File: src/ctsc_pkg.sv
`default_nettype none
package ctsc_pkg;
  // task state word field positions
  localparam int TSW_ENDIAN = 56;
  localparam int TSW_ACCEL_PRES = 52;
  localparam int TSW_ACCEL0 = 48;
  localparam int TSW_AG_LO = 40;
  localparam int TSW_SE_LO = 32;
  localparam int TSW_DBG_MASK = 28;
  localparam int TSW_SUD_LO = 26;
  localparam int TSW_GATE = 25;
  localparam int TSW_GUARD = 24;
  localparam int TSW_TAG_LO = 19;
  localparam int TSW_PRIO_LO = 8;
  localparam int TSW_HDL = 3;
  localparam int TSW_LVL_LO = 0;
  localparam int AG_N = 4;
  localparam int SE_N = 2;
  localparam int TAG_W = 5;
  localparam int PRIO_W = 9;
  localparam int LVL_W = 3;
  localparam int ADDR_W = 48;
  localparam int RP_W = 49;
  localparam int RP_HI_LO = 48;
  localparam int FTZ_BIT = 4;
  localparam int ROUND_SELECT_LO = 0;
  localparam int PREDICTOR_DISABLE_BIT_BIT = 0;
  // field values
  localparam logic [PRIO_W-1:0] PRIO_RST = 9'h1ff;
  localparam logic [PRIO_W-1:0] PRIO_DOUBLE = 9'h1ff;
  localparam logic [PRIO_W-1:0] PRIO_TRIPLE = 9'h1fe;
  localparam logic [PRIO_W-1:0] PRIO_TASK = 9'h0ff;
  localparam logic [LVL_W-1:0] LVL_RST = 3'h5;
  localparam logic [LVL_W-1:0] LVL_SEC_USER = 3'h4;
  localparam logic [LVL_W-1:0] LVL_SEC_SUP = 3'h5;
  localparam logic [1:0] SUD_OFF = 2'h0;
  localparam logic [1:0] SUD_INVASIVE = 2'h1;
  localparam logic [1:0] SUD_NONINV = 2'h2;
  localparam logic GUARD_RST = 1'b1;
  localparam logic FTZ_RST = 1'b1;
  localparam logic PREDICTOR_DISABLE_BIT_RST = 1'b0;
  localparam logic [1:0] ROUND_SELECT_RST = 2'h0;
  localparam logic [15:0] RP_HI_ZERO = 16'h0000;
  localparam logic [15:0] RP_HI_ONES = 16'hffff;
  localparam logic [1:0] RP_ALIGN = 2'h0;
  // move selectors and exception causes
  localparam logic [2:0] SEL_TSW = 3'h0;
  localparam logic [2:0] SEL_RP = 3'h1;
  localparam logic [2:0] SEL_PC = 3'h2;
  localparam logic [2:0] SEL_BP = 3'h3;
  localparam logic [2:0] SEL_FP = 3'h4;
  localparam logic [1:0] EXC_NONE = 2'h0;
  localparam logic [1:0] EXC_PRIV = 2'h1;
  localparam logic [1:0] EXC_WRITE = 2'h2;
  localparam logic [1:0] EXC_UNMAPPED = 2'h3;

  function automatic logic ctsc_rp_ok(input logic [63:0] v);
    ctsc_rp_ok = (v[63:RP_HI_LO] == RP_HI_ZERO || v[63:RP_HI_LO] == RP_HI_ONES)
      && v[1:0] == RP_ALIGN;
  endfunction : ctsc_rp_ok

  function automatic logic ctsc_secure(input logic [LVL_W-1:0] l);
    ctsc_secure = (l == LVL_SEC_USER) || (l == LVL_SEC_SUP);
  endfunction : ctsc_secure
endpackage : ctsc_pkg
`default_nettype wire

File: src/ctsc_chk_if.sv
`timescale 1ns/1ps
`default_nettype none
interface ctsc_chk_if;
  // checkers clock on the core clock and stay quiet in reset
  logic clk;
  logic rst;
  logic [63:0] rp_wdata;
  logic rp_ok;
  logic evt_valid;
  logic [2:0] evt_level;
  logic evt_secure;
  logic gate;
  logic [2:0] exec_level;
  logic accept;
  modport core(output clk, rst, rp_wdata, evt_valid, evt_level, evt_secure, gate, exec_level,
    input rp_ok, accept);
  modport rp_chk(input clk, rst, rp_wdata, output rp_ok);
  modport evt_chk(input clk, rst, evt_valid, evt_level, evt_secure, gate, exec_level,
    output accept);
endinterface : ctsc_chk_if
`default_nettype wire

File: src/ctsc_rp_check.sv
`timescale 1ns/1ps
`default_nettype none
module ctsc_rp_check
  import ctsc_pkg::*;
(
  // checked path
  ctsc_chk_if.rp_chk c
);
  assign c.rp_ok = ctsc_rp_ok(c.rp_wdata);
endmodule : ctsc_rp_check
`default_nettype wire

File: src/ctsc_evt_gate.sv
`timescale 1ns/1ps
`default_nettype none
module ctsc_evt_gate
  import ctsc_pkg::*;
(
  // gating path
  ctsc_chk_if.evt_chk c
);
  logic sec_block;

  // events at any level other than the current one are dropped; secure mode shuts out non-secure events
  assign sec_block = ctsc_secure(c.exec_level) && !c.evt_secure;
  assign c.accept = c.evt_valid && c.gate && (c.evt_level == c.exec_level)
    && !sec_block;
endmodule : ctsc_evt_gate
`default_nettype wire

File: src/ctsc_regs.sv
`timescale 1ns/1ps
`default_nettype none
// How it works
// - endian bit reports byte order: 0 little, 1 big; read only
// - accelerator-present bit reads 1 when an accelerator is attached
// - accelerator-active bit: reset and detach clear, attach sets, moves ignored
// - four address-generator and two stream-engine bits: close clears, open sets
// - debug mask changed only by block/allow instructions; 1 disables debug
// - secure-user debug field set by enable, cleared by disable; 1 invasive, 2 not
// - global event gate resets 0, hardware or on/off instructions; moves fault
// - gate on accepts current-level events; secure mode drops non-secure events
// - pipeline guard changed only by its three instructions; protected by default
// - five-bit memory tag updated only by the tag-update instruction
// - priority resets to 1FFh, set by instruction; moves raise an exception
// - triple-fault priority entered only from the double-fault priority
// - handler flag set on event entry, cleared by permitted handler return
// - execution level resets to secure supervisor; changes only on core events
// - branch-back instruction branches to the held return pointer
// - call loads return pointer with the next packet address
// - triple fault also copies current address into return pointer
// - move to return pointer needs top sixteen bits all zero or one
// - move to return pointer needs two low bits zero
// - read-only register shows 48-bit address of the E1 fetch packet
// - predictor-disable bit at 0, reset 0, turns prediction off
// - float config: flush bit 4 resets 1, two-bit rounding select
module ctsc_regs
  import ctsc_pkg::*;
(
  // clock and reset
  input wire logic clk,
  input wire logic rst,
  // straps from pins
  input wire logic endian_big,
  input wire logic accel_present,
  // control-register move
  input wire logic mv_valid,
  input wire logic mv_write,
  input wire logic [2:0] mv_sel,
  input wire logic [63:0] mv_wdata,
  output logic mv_rvalid,
  output logic [63:0] mv_rdata,
  output logic mv_exc_valid,
  output logic [1:0] mv_exc_cause,
  // dedicated instructions
  input wire logic accel_attach_instr,
  input wire logic accel_detach_instr,
  input wire logic addr_gen_attach_instr,
  input wire logic addr_gen_detach_instr,
  input wire logic [1:0] addr_gen_sel,
  input wire logic stream_eng_attach_instr,
  input wire logic stream_eng_detach_instr,
  input wire logic stream_eng_sel,
  input wire logic debug_block_instr,
  input wire logic debug_allow_instr,
  input wire logic secure_user_debug_on_instr,
  input wire logic [1:0] secure_user_debug_mode,
  input wire logic secure_user_debug_off_instr,
  input wire logic events_off_instr,
  input wire logic events_on_instr,
  input wire logic pipeline_guard_instr,
  input wire logic pipeline_guard_clear_instr,
  input wire logic pipeline_unguard_instr,
  input wire logic tag_update_instr,
  input wire logic [4:0] tag_value,
  input wire logic priority_set_instr,
  input wire logic [8:0] priority_value,
  input wire logic handler_return_instr,
  input wire logic handler_return_ok,
  input wire logic branch_back_instr,
  input wire logic call_instr,
  input wire logic [47:0] call_next_addr,
  // core events
  input wire logic hw_gate_wr,
  input wire logic hw_gate_val,
  input wire logic handler_entry,
  input wire logic level_update,
  input wire logic [2:0] level_value,
  input wire logic triple_fault,
  input wire logic [47:0] e1_fetch_addr,
  input wire logic evt_valid,
  input wire logic [2:0] evt_level,
  input wire logic evt_secure,
  // state out
  output logic [63:0] task_state_word,
  output logic branch_back_valid,
  output logic [63:0] branch_back_addr,
  output logic predictor_disable,
  output logic flush_denorm,
  output logic [1:0] round_select,
  output logic event_accept
);
  logic endian_s1_q, endian_q, pres_s1_q, pres_q;
  logic accel0_q;
  logic [AG_N-1:0] addr_gen_q;
  logic [SE_N-1:0] stream_eng_q;
  logic dbg_mask_q;
  logic [1:0] sud_q;
  logic gate_q;
  logic guard_q;
  logic [TAG_W-1:0] tag_q;
  logic [PRIO_W-1:0] prio_q;
  logic hdl_q;
  logic [LVL_W-1:0] lvl_q;
  logic [RP_W-1:0] rp_q;
  logic [RP_W-1:0] pc_q;
  logic predictor_disable_bit_q, ftz_q;
  logic [1:0] round_select_q;
  logic [63:0] tsw_d, rdata_d;
  logic mv_wr, tri_go;
  logic [1:0] cause_d;
  logic accept_q;

  ctsc_chk_if chk ();

  ctsc_rp_check u_rp_check (
    .c(chk.rp_chk)
  );

  ctsc_evt_gate u_evt_gate (
    .c(chk.evt_chk)
  );

  assign chk.clk = clk;
  assign chk.rst = rst;
  assign chk.rp_wdata = mv_wdata;
  assign chk.evt_valid = evt_valid;
  assign chk.evt_level = evt_level;
  assign chk.evt_secure = evt_secure;
  assign chk.gate = gate_q;
  assign chk.exec_level = lvl_q;
  assign mv_wr = mv_valid && mv_write;
  // triple fault honoured only from double fault
  assign tri_go = triple_fault && (prio_q == PRIO_DOUBLE);

  ////////////////////////////////////////////////////////////////////////////
  // straps: pins pass two flops before use
  always_ff @(posedge clk)
  begin
    if (rst)
    begin
      endian_s1_q <= 1'b0;
      endian_q <= 1'b0;
      pres_s1_q <= 1'b0;
      pres_q <= 1'b0;
    end
    else
    begin
      endian_s1_q <= endian_big;
      endian_q <= endian_s1_q;
      pres_s1_q <= accel_present;
      pres_q <= pres_s1_q;
    end
  end

  ////////////////////////////////////////////////////////////////////////////
  // attach state; move writes never reach these
  always_ff @(posedge clk)
  begin
    if (rst)
    begin
      accel0_q <= 1'b0;
      addr_gen_q <= '0;
      stream_eng_q <= '0;
    end
    else
    begin
      if (accel_detach_instr)
        accel0_q <= 1'b0;
      else if (accel_attach_instr)
        accel0_q <= 1'b1;
      if (addr_gen_detach_instr)
        addr_gen_q[addr_gen_sel] <= 1'b0;
      else if (addr_gen_attach_instr)
        addr_gen_q[addr_gen_sel] <= 1'b1;
      if (stream_eng_detach_instr)
        stream_eng_q[stream_eng_sel] <= 1'b0;
      else if (stream_eng_attach_instr)
        stream_eng_q[stream_eng_sel] <= 1'b1;
    end
  end

  ////////////////////////////////////////////////////////////////////////////
  // debug controls
  always_ff @(posedge clk)
  begin
    if (rst)
    begin
      dbg_mask_q <= 1'b0;
      sud_q <= SUD_OFF;
    end
    else
    begin
      if (debug_block_instr)
        dbg_mask_q <= 1'b1;
      else if (debug_allow_instr)
        dbg_mask_q <= 1'b0;
      // reserved encodings are not stored
      if (secure_user_debug_off_instr)
        sud_q <= SUD_OFF;
      else if (secure_user_debug_on_instr && (secure_user_debug_mode == SUD_INVASIVE
          || secure_user_debug_mode == SUD_NONINV))
        sud_q <= secure_user_debug_mode;
    end
  end

  ////////////////////////////////////////////////////////////////////////////
  // event gate, pipeline guard, tag
  always_ff @(posedge clk)
  begin
    if (rst)
    begin
      gate_q <= 1'b0;
      guard_q <= GUARD_RST;
      tag_q <= '0;
    end
    else
    begin
      if (hw_gate_wr)
        gate_q <= hw_gate_val;
      else if (events_off_instr)
        gate_q <= 1'b0;
      else if (events_on_instr)
        gate_q <= 1'b1;
      if (pipeline_guard_clear_instr || pipeline_unguard_instr)
        guard_q <= 1'b0;
      else if (pipeline_guard_instr)
        guard_q <= 1'b1;
      if (tag_update_instr)
        tag_q <= tag_value;
    end
  end

  ////////////////////////////////////////////////////////////////////////////
  // priority, handler flag, execution level
  always_ff @(posedge clk)
  begin
    if (rst)
      prio_q <= PRIO_RST;
    else if (tri_go)
      prio_q <= PRIO_TRIPLE;
    else if (priority_set_instr && (priority_value != PRIO_TRIPLE || prio_q == PRIO_DOUBLE))
      prio_q <= priority_value;
  end

  always_ff @(posedge clk)
  begin
    if (rst)
      hdl_q <= 1'b0;
    else if (handler_entry)
      hdl_q <= 1'b1;
    else if (handler_return_instr && handler_return_ok)
      hdl_q <= 1'b0;
  end

  always_ff @(posedge clk)
  begin
    if (rst)
      lvl_q <= LVL_RST;
    else if (level_update)
      lvl_q <= level_value;
  end

  ////////////////////////////////////////////////////////////////////////////
  // return pointer: triple fault beats call beats move
  always_ff @(posedge clk)
  begin
    if (rst)
      rp_q <= '0;
    else if (tri_go)
      rp_q <= pc_q;
    else if (call_instr)
      rp_q <= {1'b0, call_next_addr};
    else if (mv_wr && mv_sel == SEL_RP && chk.rp_ok)
      rp_q <= mv_wdata[RP_W-1:0];
  end

  always_ff @(posedge clk)
  begin
    if (rst)
    begin
      branch_back_valid <= 1'b0;
      branch_back_addr <= '0;
    end
    else
    begin
      branch_back_valid <= branch_back_instr;
      branch_back_addr <= {{(64-RP_W){1'b0}}, rp_q};
    end
  end

  always_ff @(posedge clk)
  begin
    if (rst)
      pc_q <= '0;
    else
      pc_q <= {1'b0, e1_fetch_addr};
  end

  ////////////////////////////////////////////////////////////////////////////
  // predictor and float configuration
  always_ff @(posedge clk)
  begin
    if (rst)
    begin
      predictor_disable_bit_q <= PREDICTOR_DISABLE_BIT_RST;
      ftz_q <= FTZ_RST;
      round_select_q <= ROUND_SELECT_RST;
    end
    else if (mv_wr && mv_sel == SEL_BP)
      predictor_disable_bit_q <= mv_wdata[PREDICTOR_DISABLE_BIT_BIT];
    else if (mv_wr && mv_sel == SEL_FP)
    begin
      ftz_q <= mv_wdata[FTZ_BIT];
      round_select_q <= mv_wdata[ROUND_SELECT_LO +: 2];
    end
  end

  assign predictor_disable = predictor_disable_bit_q;
  assign flush_denorm = ftz_q;
  assign round_select = round_select_q;

  ////////////////////////////////////////////////////////////////////////////
  // state word and move reads
  always_comb
  begin
    tsw_d = '0;
    tsw_d[TSW_ENDIAN] = endian_q;
    tsw_d[TSW_ACCEL_PRES] = pres_q;
    tsw_d[TSW_ACCEL0] = accel0_q;
    tsw_d[TSW_AG_LO +: AG_N] = addr_gen_q;
    tsw_d[TSW_SE_LO +: SE_N] = stream_eng_q;
    tsw_d[TSW_DBG_MASK] = dbg_mask_q;
    tsw_d[TSW_SUD_LO +: 2] = sud_q;
    tsw_d[TSW_GATE] = gate_q;
    tsw_d[TSW_GUARD] = guard_q;
    tsw_d[TSW_TAG_LO +: TAG_W] = tag_q;
    tsw_d[TSW_PRIO_LO +: PRIO_W] = prio_q;
    tsw_d[TSW_HDL] = hdl_q;
    tsw_d[TSW_LVL_LO +: LVL_W] = lvl_q;
  end

  assign task_state_word = tsw_d;

  always_comb
  begin
    rdata_d = '0;
    case (mv_sel)
      SEL_TSW: rdata_d = tsw_d;
      SEL_RP: rdata_d[RP_W-1:0] = rp_q;
      SEL_PC: rdata_d[RP_W-1:0] = pc_q;
      SEL_BP: rdata_d[PREDICTOR_DISABLE_BIT_BIT] = predictor_disable_bit_q;
      SEL_FP:
      begin
        rdata_d[FTZ_BIT] = ftz_q;
        rdata_d[ROUND_SELECT_LO +: 2] = round_select_q;
      end
      default: rdata_d = '0;
    endcase
  end

  // writes to the state word hit gate, priority and handler fields: fault
  always_comb
  begin
    cause_d = EXC_NONE;
    if (mv_valid)
    begin
      case (mv_sel)
        SEL_TSW: cause_d = mv_write ? EXC_PRIV : EXC_NONE;
        SEL_RP: cause_d = (mv_write && !chk.rp_ok) ? EXC_WRITE : EXC_NONE;
        SEL_PC: cause_d = mv_write ? EXC_PRIV : EXC_NONE;
        SEL_BP, SEL_FP: cause_d = EXC_NONE;
        default: cause_d = EXC_UNMAPPED;
      endcase
    end
  end

  always_ff @(posedge clk)
  begin
    if (rst)
    begin
      mv_rvalid <= 1'b0;
      mv_rdata <= '0;
      mv_exc_valid <= 1'b0;
      mv_exc_cause <= EXC_NONE;
    end
    else
    begin
      mv_rvalid <= mv_valid && !mv_write && cause_d == EXC_NONE;
      mv_rdata <= (mv_valid && !mv_write) ? rdata_d : '0;
      mv_exc_valid <= cause_d != EXC_NONE;
      mv_exc_cause <= cause_d;
    end
  end

  always_ff @(posedge clk)
  begin
    if (rst)
      accept_q <= 1'b0;
    else
      accept_q <= chk.accept;
  end

  assign event_accept = accept_q;
endmodule : ctsc_regs
`default_nettype wire

File: config.mk
export PLATFORM = sky130hd
export DESIGN_NAME = ctsc_regs
export DESIGN_NICKNAME = d
export VERILOG_FILES = /design/src/ctsc_pkg.sv /design/src/ctsc_chk_if.sv /design/src/ctsc_rp_check.sv /design/src/ctsc_evt_gate.sv /design/src/ctsc_regs.sv
export SDC_FILE = /design/constraint.sdc
export NUM_CORES = 1
export LEC_CHECK = 0
export ABC_AREA = 1
export BUFFER_PORTS_ARGS = -buffer_cell sky130_fd_sc_hd__buf_4
export CAP_MARGIN = 5
export CORE_AREA = 3 3 164 166
export DETAILED_ROUTE_END_ITERATION = 12
export DIE_AREA = 0 0 167 169
export GPL_TIMING_DRIVEN = 0
export PLACE_DENSITY = 0.69
export SKIP_LAST_GASP = 1
export SLEW_MARGIN = 30
export SYNTH_ARGS = -nofsm -noshare
export SYNTH_HDL_FRONTEND = slang
export SYNTH_HIERARCHICAL = 1
export SYNTH_SLANG_ARGS = --single-unit
File: constraint.sdc
create_clock -name clk -period 2.1 [get_ports clk]
set_input_delay 0.42 -clock clk [delete_from_list [all_inputs] [get_ports clk]]
set_output_delay 0.42 -clock clk [all_outputs]
set_load 0.01 [all_outputs]
==> results of run 1 <==
## synthesized netlist by cell type, drive strengths merged (2+ instances only)
library cell	number
o221ai	2
or2	2
o211ai	26
nor3	2
a21oi	38
inv	171
a211oi	3
nand4	6
nor2	256
nand2	478
nand3	130
clkbuf	34
dfxtp	241
o21ai	15
buf	115
## logic make-up (layout without fill, tap and decap cells)
kind of cell           after synthesis  in the layout
AND/OR/NAND/NOR                    877            877
flip-flops                         241            241
buffers and inverters              320            724
other                                1             60
AO/OA/AOI/OAI                       89             89
XOR/XNOR                             1              1
## registers in the layout, indices dropped and copies added (netlist names), 2 cells and up, named ones only
name / flops
prio_q: 9
rp_q: 49
tag_q: 5
pc_q: 48
mv_exc_cause: 2
mv_rdata: 51
chk.exec_level: 3
sud_q: 2
round_select: 2
branch_back_addr: 49
## timing repair
| action | CTS | global route |
|---|---|---|
| endpoints found under the setup margin | 0 | 2 |
| gates resized for setup | 0 | 3 |
| hold buffers | 0 | 0 |
## power by group through the flow
stage | Combinational, uW | Sequential (uW) | Clock [uW]
after floorplan | 929 | 5060 | 0
after global placement | 1790 | 5040 | 0
after detailed placement | 1810 | 5040 | 0
after CTS | 1820 | 4940 | 4650
after global routing | 2010 | 4970 | 4860
final | 1820 | 4950 | 4600
## through the flow
step	cells	power (uW)
3_3_place_gp	2281	6830
3_5_place_dp	2281	6850
6_report	2327	11400
2_1_floorplan	1588	5990
5_1_grt	2327	11800
4_1_cts	2327	11400
## final timing paths
| path | start | endpoint | slack, ns | cells past startpoint |
|---|---|---|---|---|
| hold / removal | accel_detach_instr | accel0_q | 0.07 | 2 |
| hold reg to reg | pres_s1_q | pres_q | 0.40 | 2 |
| setup / recovery | prio_q[8] | rp_q[45] | 0.20 | 9 |
| setup reg to reg | prio_q[8] | rp_q[45] | 0.20 | 9 |
## worst reg2reg max path: cells and delay by family, from the launching register on
kind | cells | cell delay (ns)
buffers and inverters | 2 | 0.50
DFF | 1 | 0.47
and+or+nand+nor | 7 | 0.82
## area by class of cell
cell class / count / share of cell area
Sequential cell: 241 / 0.329
Clock inverter: 4 / 0.00478
Inverter: 171 / 0.0438
Timing Repair Buffer: 358 / 0.184
Clock buffer: 42 / 0.0541
Buffer: 149 / 0.0616
Multi-Input combinational cell: 1027 / 0.294
Tap cell: 335 / 0.0286
## metal layers
metal	vias up	wire length, um	part of all wire	global-route usage
met1	4877	15100	0.39	0.318
met5	-	0	0	0
met3	65	3630	0.093	0.0549
met4	0	1050	0.027	0.0703
met2	527	19300	0.49	0.471
li1	5429	-	-	-
==> metrics.md, run 1 <==
| Metric | Value |
|---|---|
| Most used cell, CP | `nand2_1` |
| Most frequent cells in the layout | `478 x nand2_1, 431 x buf_4, 251 x nor2_1` |
| Dominant cells by area after synthesis | `dfxtp_1 46%, nand2_1 17%, nor2_1 9.0%` |
| Net Sw Frac | `0.259` |
| PortBufs | `358` |
| Overflow left after global routing | `0` |
| Core Footprint | `25,800 um^2` |
| Register area | `4820 um^2` |
| Final count of hold timing violations | `0` |
| Drt drc | `0` |
| CTS Buffer Depth | `3` |
| Crit path buf inv count | `2` |
| Worst-case vdd ir drop | `703 uV` |
| Initial antenna violation count | `0` |
| Gpl congestion | `0.914` |
| Fin nets | `2,196` |
| Power Density | `776 nW/um^2` |
| Post-Synthesis Cells | `1,529` |
| Router iterations before antenna repair | `6` |
| Setup Fix Bufs, Post-CTS | `0` |
| Leakage | `0.00788 uW` |
| Ys Warns | `6` |
| Syn Std Cell Area | `10,400 um^2` |
| Post-synthesis simple-gate area fraction | `0.337` |
| Outcome | `finished, final reports clean` |
| Clk_skew | `0.00957 ns` |
| Clk network pwr share | `0.405` |
| Crit path launch type | `flip-flop` |
| Reg clk slew, reported paths | `0.06 ns` |
| ANT cells | `0` |
| WP data arrival | `2.31 ns` |
| HPWL Detailed | `29.7 mm` |
| # setup viols final | `0` |
| Num ports | `424` |
| Placed inst area | `13,800 um^2` |
| Layout cell share with drive strength beyond 1 | `0.259` |
| Fmax | `0.525 GHz` |
| XOR/XNOR Fraction of Synth Area | `0.000838` |
| Compound-Gate Fraction of Synth Area | `0.0523` |
| Rows | `59` |
| Worst hold path type | `in -> reg` |
| Final period utilization | `0.906` |
| Iteration-0 DRC count of the detailed router | `704` |
| Switching power | `2940 uW` |
| Post-synth top flop | `dfxtp_1` |
| Die Wd | `167 um` |
| Vias per Instance | `4.68` |
| Area Growth Syn to Fin | `40.2%` |
| Clock Latency Late Sink | `0.52 ns` |
| WL/cell | `16.8 um` |
| TritonCTS buffer count | `26` |
| P_int | `8420 uW` |
| First-pass GRT wire length | `57.7 mm` |
| Max Slew Vio Count | `0` |
| FFs w/ async S/R, synth | `0` |
| Filler cells | `2,517` |
| CTS tree | `built` |
| DRT antenna net count | `0` |
| Largest net degree at the start of global routing | `13` |
| Vias in the first global route | `10,300` |
| Adder-Cell Fraction of Synth Area | `0` |
| Die Y | `169 um` |
| Total negative setup slack | `0 ns` |
| Crit path kind | `reg -> reg` |
| Max FO, Critical Path | `10` |
| Worst slack, placed | `-0.366 ns` |
| Commonest non-fill, non-tap cell in the layout | `nand2_1` |
| Yosys top cell by area | `dfxtp_1` |
| Combinational Power Share | `0.160` |
| WP data required | `2.50 ns` |
| Flop pwr share | `0.435` |
| Mux cell area share after synthesis | `0` |
| Seq/Total Area, Yosys | `0.462` |
| CP endpoint kind | `flip-flop` |
| Yosys cell types | `34` |
| Syn avg cell area | `6.83 um^2` |
| Fin util | `0.568` |
| Critical Path Slowest Stage Cell | `dfxtp_1` |
| Number of flops mapped to enable cells by yosys | `0` |
| Fin crit period | `1.90 ns` |
| Area of the multi-input gates | `4310 um^2` |
| Total number of vias | `10,900` |
| TritonCTS sink count | `241` |
| Setup ws final | `0.197 ns` |
| Largest family of logic cells by synthesized area | `simple AND/OR/NAND/NOR gates` |
| Routed WL | `39.1 mm` |
| CP Cell Sequence | `nand2_1, nor2_2, nand4_1, buf_4, buf_2, nand2_1, nand2_1, nor2_1, nor2_1` |
| CP max stage delay | `0.47 ns` |
| Die ar. | `28,200 um^2` |
| Share of the synthesized area in the top cell type | `0.462` |
| Root Driver | `clkbuf_16` |
| Hold WS | `0.0698 ns` |
| Max-slew headroom | `0.348` |
| GRT Total Usage | `0.262` |
| Flops & latches, synth | `241` |
| CTS H-tree lvls | `1` |
| RSZ-0062 raised after global routing | `no` |
| Crit-path leading delay family | `simple AND/OR/NAND/NOR gates` |
| Cell area after layout | `14,600 um^2` |
| Initial Utilization | `0.406` |
| Max Cap Viol | `0` |
| Worst-Margin Slew | `0.977 ns` |
Note: power is estimated with default switching activity, not from simulation.
==> inputs of run 2 (changes only) <==
--- a/config.mk
+++ b/config.mk
@@ -13,6 +13,7 @@
 export DIE_AREA = 0 0 167 169
 export GPL_TIMING_DRIVEN = 0
 export PLACE_DENSITY = 0.69
+export SETUP_SLACK_MARGIN = 0.3
 export SKIP_LAST_GASP = 1
 export SLEW_MARGIN = 30
 export SYNTH_ARGS = -nofsm -noshare
==> constraint.sdc (replaced) <==
create_clock -name clk -period 2.1 [get_ports clk]
set_input_delay 0.42 -clock clk [delete_from_list [all_inputs] [get_ports clk]]
set_output_delay 0.42 -clock clk [all_outputs]
set_load 0.005 [all_outputs]
==> run 2 against run 1 <==
Compared with the run above: flip-flop and latch count is the same; worst hold slack gained 0.0011 ns; sequential power is essentially flat; non-clock buffer count grew 4; clock skew is essentially flat; cell count grew 0.17%; total power shrank 0.38%; global-route usage is the same; first-iteration DRC count grew 17%; die area is the same; sequential share of layout area is essentially flat.
==> metrics.md, run 2 (same netlist as run 1, synthesis figures left out) <==
| Metric | Value |
|---|---|
| P_int | `8430 uW` |
| Flop pwr share | `0.437` |
| CTS Buffer Depth | `3` |
| TritonCTS sink count | `241` |
| Drt drc | `0` |
| Largest regs | `mv_rdata x51, branch_back_addr x49, rp_q x49` |
| CP max stage delay | `0.63 ns` |
| DRT antenna net count | `0` |
| CTS H-tree lvls | `1` |
| Routed WL | `39.2 mm` |
| Initial antenna violation count | `0` |
| Fmax | `0.590 GHz` |
| DR top layer | `met4` |
| Cell area after layout | `14,700 um^2` |
| Die Y | `169 um` |
| Final period utilization | `0.807` |
| Vias per Instance | `4.65` |
| Combinational Power Share | `0.156` |
| Total number of vias | `10,800` |
| Leakage | `0.00792 uW` |
| Largest register FFs | `51` |
| Die Wd | `167 um` |
| Root Driver | `clkbuf_16` |
| Most frequent cells in the layout | `478 x nand2_1, 434 x buf_4, 251 x nor2_1` |
| Clock Latency Late Sink | `0.52 ns` |
| Worst slack, placed | `-0.366 ns` |
| Crit path kind | `in -> reg` |
| Largest Register | `mv_rdata` |
| Power Density | `770 nW/um^2` |
| Hold WS | `0.0709 ns` |
| Router iterations before antenna repair | `5` |
| Commonest non-fill, non-tap cell in the layout | `nand2_1` |
| Core Footprint | `25,800 um^2` |
| Die ar. | `28,200 um^2` |
| Filler cells | `2,509` |
| Num ports | `424` |
| Layout cell share with drive strength beyond 1 | `0.267` |
| WP data required | `2.45 ns` |
| Max-slew headroom | `0.346` |
| Total negative setup slack | `0 ns` |
| WP data arrival | `2.05 ns` |
| Clk_skew | `0.00964 ns` |
| Iteration-0 DRC count of the detailed router | `823` |
| Largest net degree at the start of global routing | `13` |
| Overflow left after global routing | `0` |
| Worst-Margin Slew | `0.981 ns` |
| WL/cell | `16.8 um` |
| Max FO, Critical Path | `10` |
| TritonCTS buffer count | `26` |
| Gpl congestion | `0.914` |
| ANT cells | `0` |
| Max Slew Vio Count | `0` |
| Crit-path leading delay family | `buffers and inverters` |
| M1 WL | `15.2 mm` |
| Fin nets | `2,200` |
| Net Sw Frac | `0.255` |
| Reg clk slew, reported paths | `0.06 ns` |
| Initial Utilization | `0.406` |
| Setup ws final | `0.405 ns` |
| Max Cap Viol | `0` |
| Metal3 WL | `3.62 mm` |
| Crit path launch type | `input pin` |
| CP endpoint kind | `flip-flop` |
| CP Cell Sequence | `buf_2, clkbuf_1, buf_1, nor2_1` |
| Critical Path Slowest Stage Cell | `clkbuf_1` |
| Rows | `59` |
| First-pass GRT wire length | `57.7 mm` |
| HPWL Detailed | `29.7 mm` |
| Clk network pwr share | `0.407` |
| Placed inst area | `13,800 um^2` |
| Worst hold path type | `in -> reg` |
| Worst-case vdd ir drop | `698 uV` |
| Met2 routed WL | `19.4 mm` |
| Vias in the first global route | `10,300` |
| Number of hold buffers added after CTS | `0` |
| Switching power | `2890 uW` |
| Outcome | `finished, final reports clean` |
| PortBufs | `358` |
| Area Growth Syn to Fin | `40.8%` |
| Final count of hold timing violations | `0` |
| RSZ-0062 raised after global routing | `no` |
| Crit path buf inv count | `3` |
| Fin crit period | `1.70 ns` |
| GRT Total Usage | `0.262` |
| CTS tree | `built` |
| # setup viols final | `0` |
run 2: changes by cell type in the layout (fill, tap and decap cells not counted), sizes merged:
cell,delta
buf,+4
run 2: cell type report:
type                            instances  area [um^2]  area share
Buffer                                149          921      0.0626
Timing Repair Buffer                  362         2720       0.185
Inverter                              171          642      0.0436
Clock buffer                           42          792      0.0538
Clock inverter                          4         70.1     0.00476
Tap cell                              335          419      0.0285
Sequential cell                       241         4840       0.329
Multi-Input combinational cell       1027         4310       0.293
run 2: path summary, 6_finish.rpt:
kind | from | to | slack (ns) | depth (start not counted)
max | rst | branch_back_addr[0] | 0.40 | 4
min | accel_detach_instr | accel0_q | 0.07 | 2
max reg2reg | prio_q[8] | rp_q[45] | 0.40 | 9
min reg2reg | pres_s1_q | pres_q | 0.41 | 2
run 2: per-layer routing:
layer	vias up	global-route usage
met4	0	0.0735
met3	67	0.0549
met5	-	0
met2	511	0.469
met1	4842	0.318
li1	5429	-
run 2: power by group through the flow:
stage	Combinational (uW)	Clock, uW	Sequential, uW
2_1_floorplan	901	0	5020
3_3_place_gp	1720	0	5040
3_5_place_dp	1740	0	5040
4_1_cts	1750	4650	4950
5_1_grt	1950	4860	4970
6_report	1770	4610	4950
run 2: worst register-to-register path: stages (launching register included):
cell and delay [ns]:
dfxtp_4 0.39, nand2_1 0.09, nor2_2 0.14, nand4_1 0.23, buf_6 0.22, buf_2 0.19, nand2_1 0.10, nand2_1 0.05
nor2_1 0.13, nor2_1 0.05
run 2: timing repair:
item | in CTS | in global routing
buffers inserted | 1 | 3
endpoints found under the setup margin | 67 | 51
hold endpoints to repair | 0 | 0
pin swaps | 1 | 3
resized for setup | 5 | 19
run 2: through the flow:
step	total power, uW	std cells	utilization
after global routing	11800	2331	0.571
final	11300	2331	0.571
after detailed placement	6780	2281	0.535
after global placement	6760	2281	0.535
after floorplan	5920	1588	-
after CTS	11300	2328	0.569
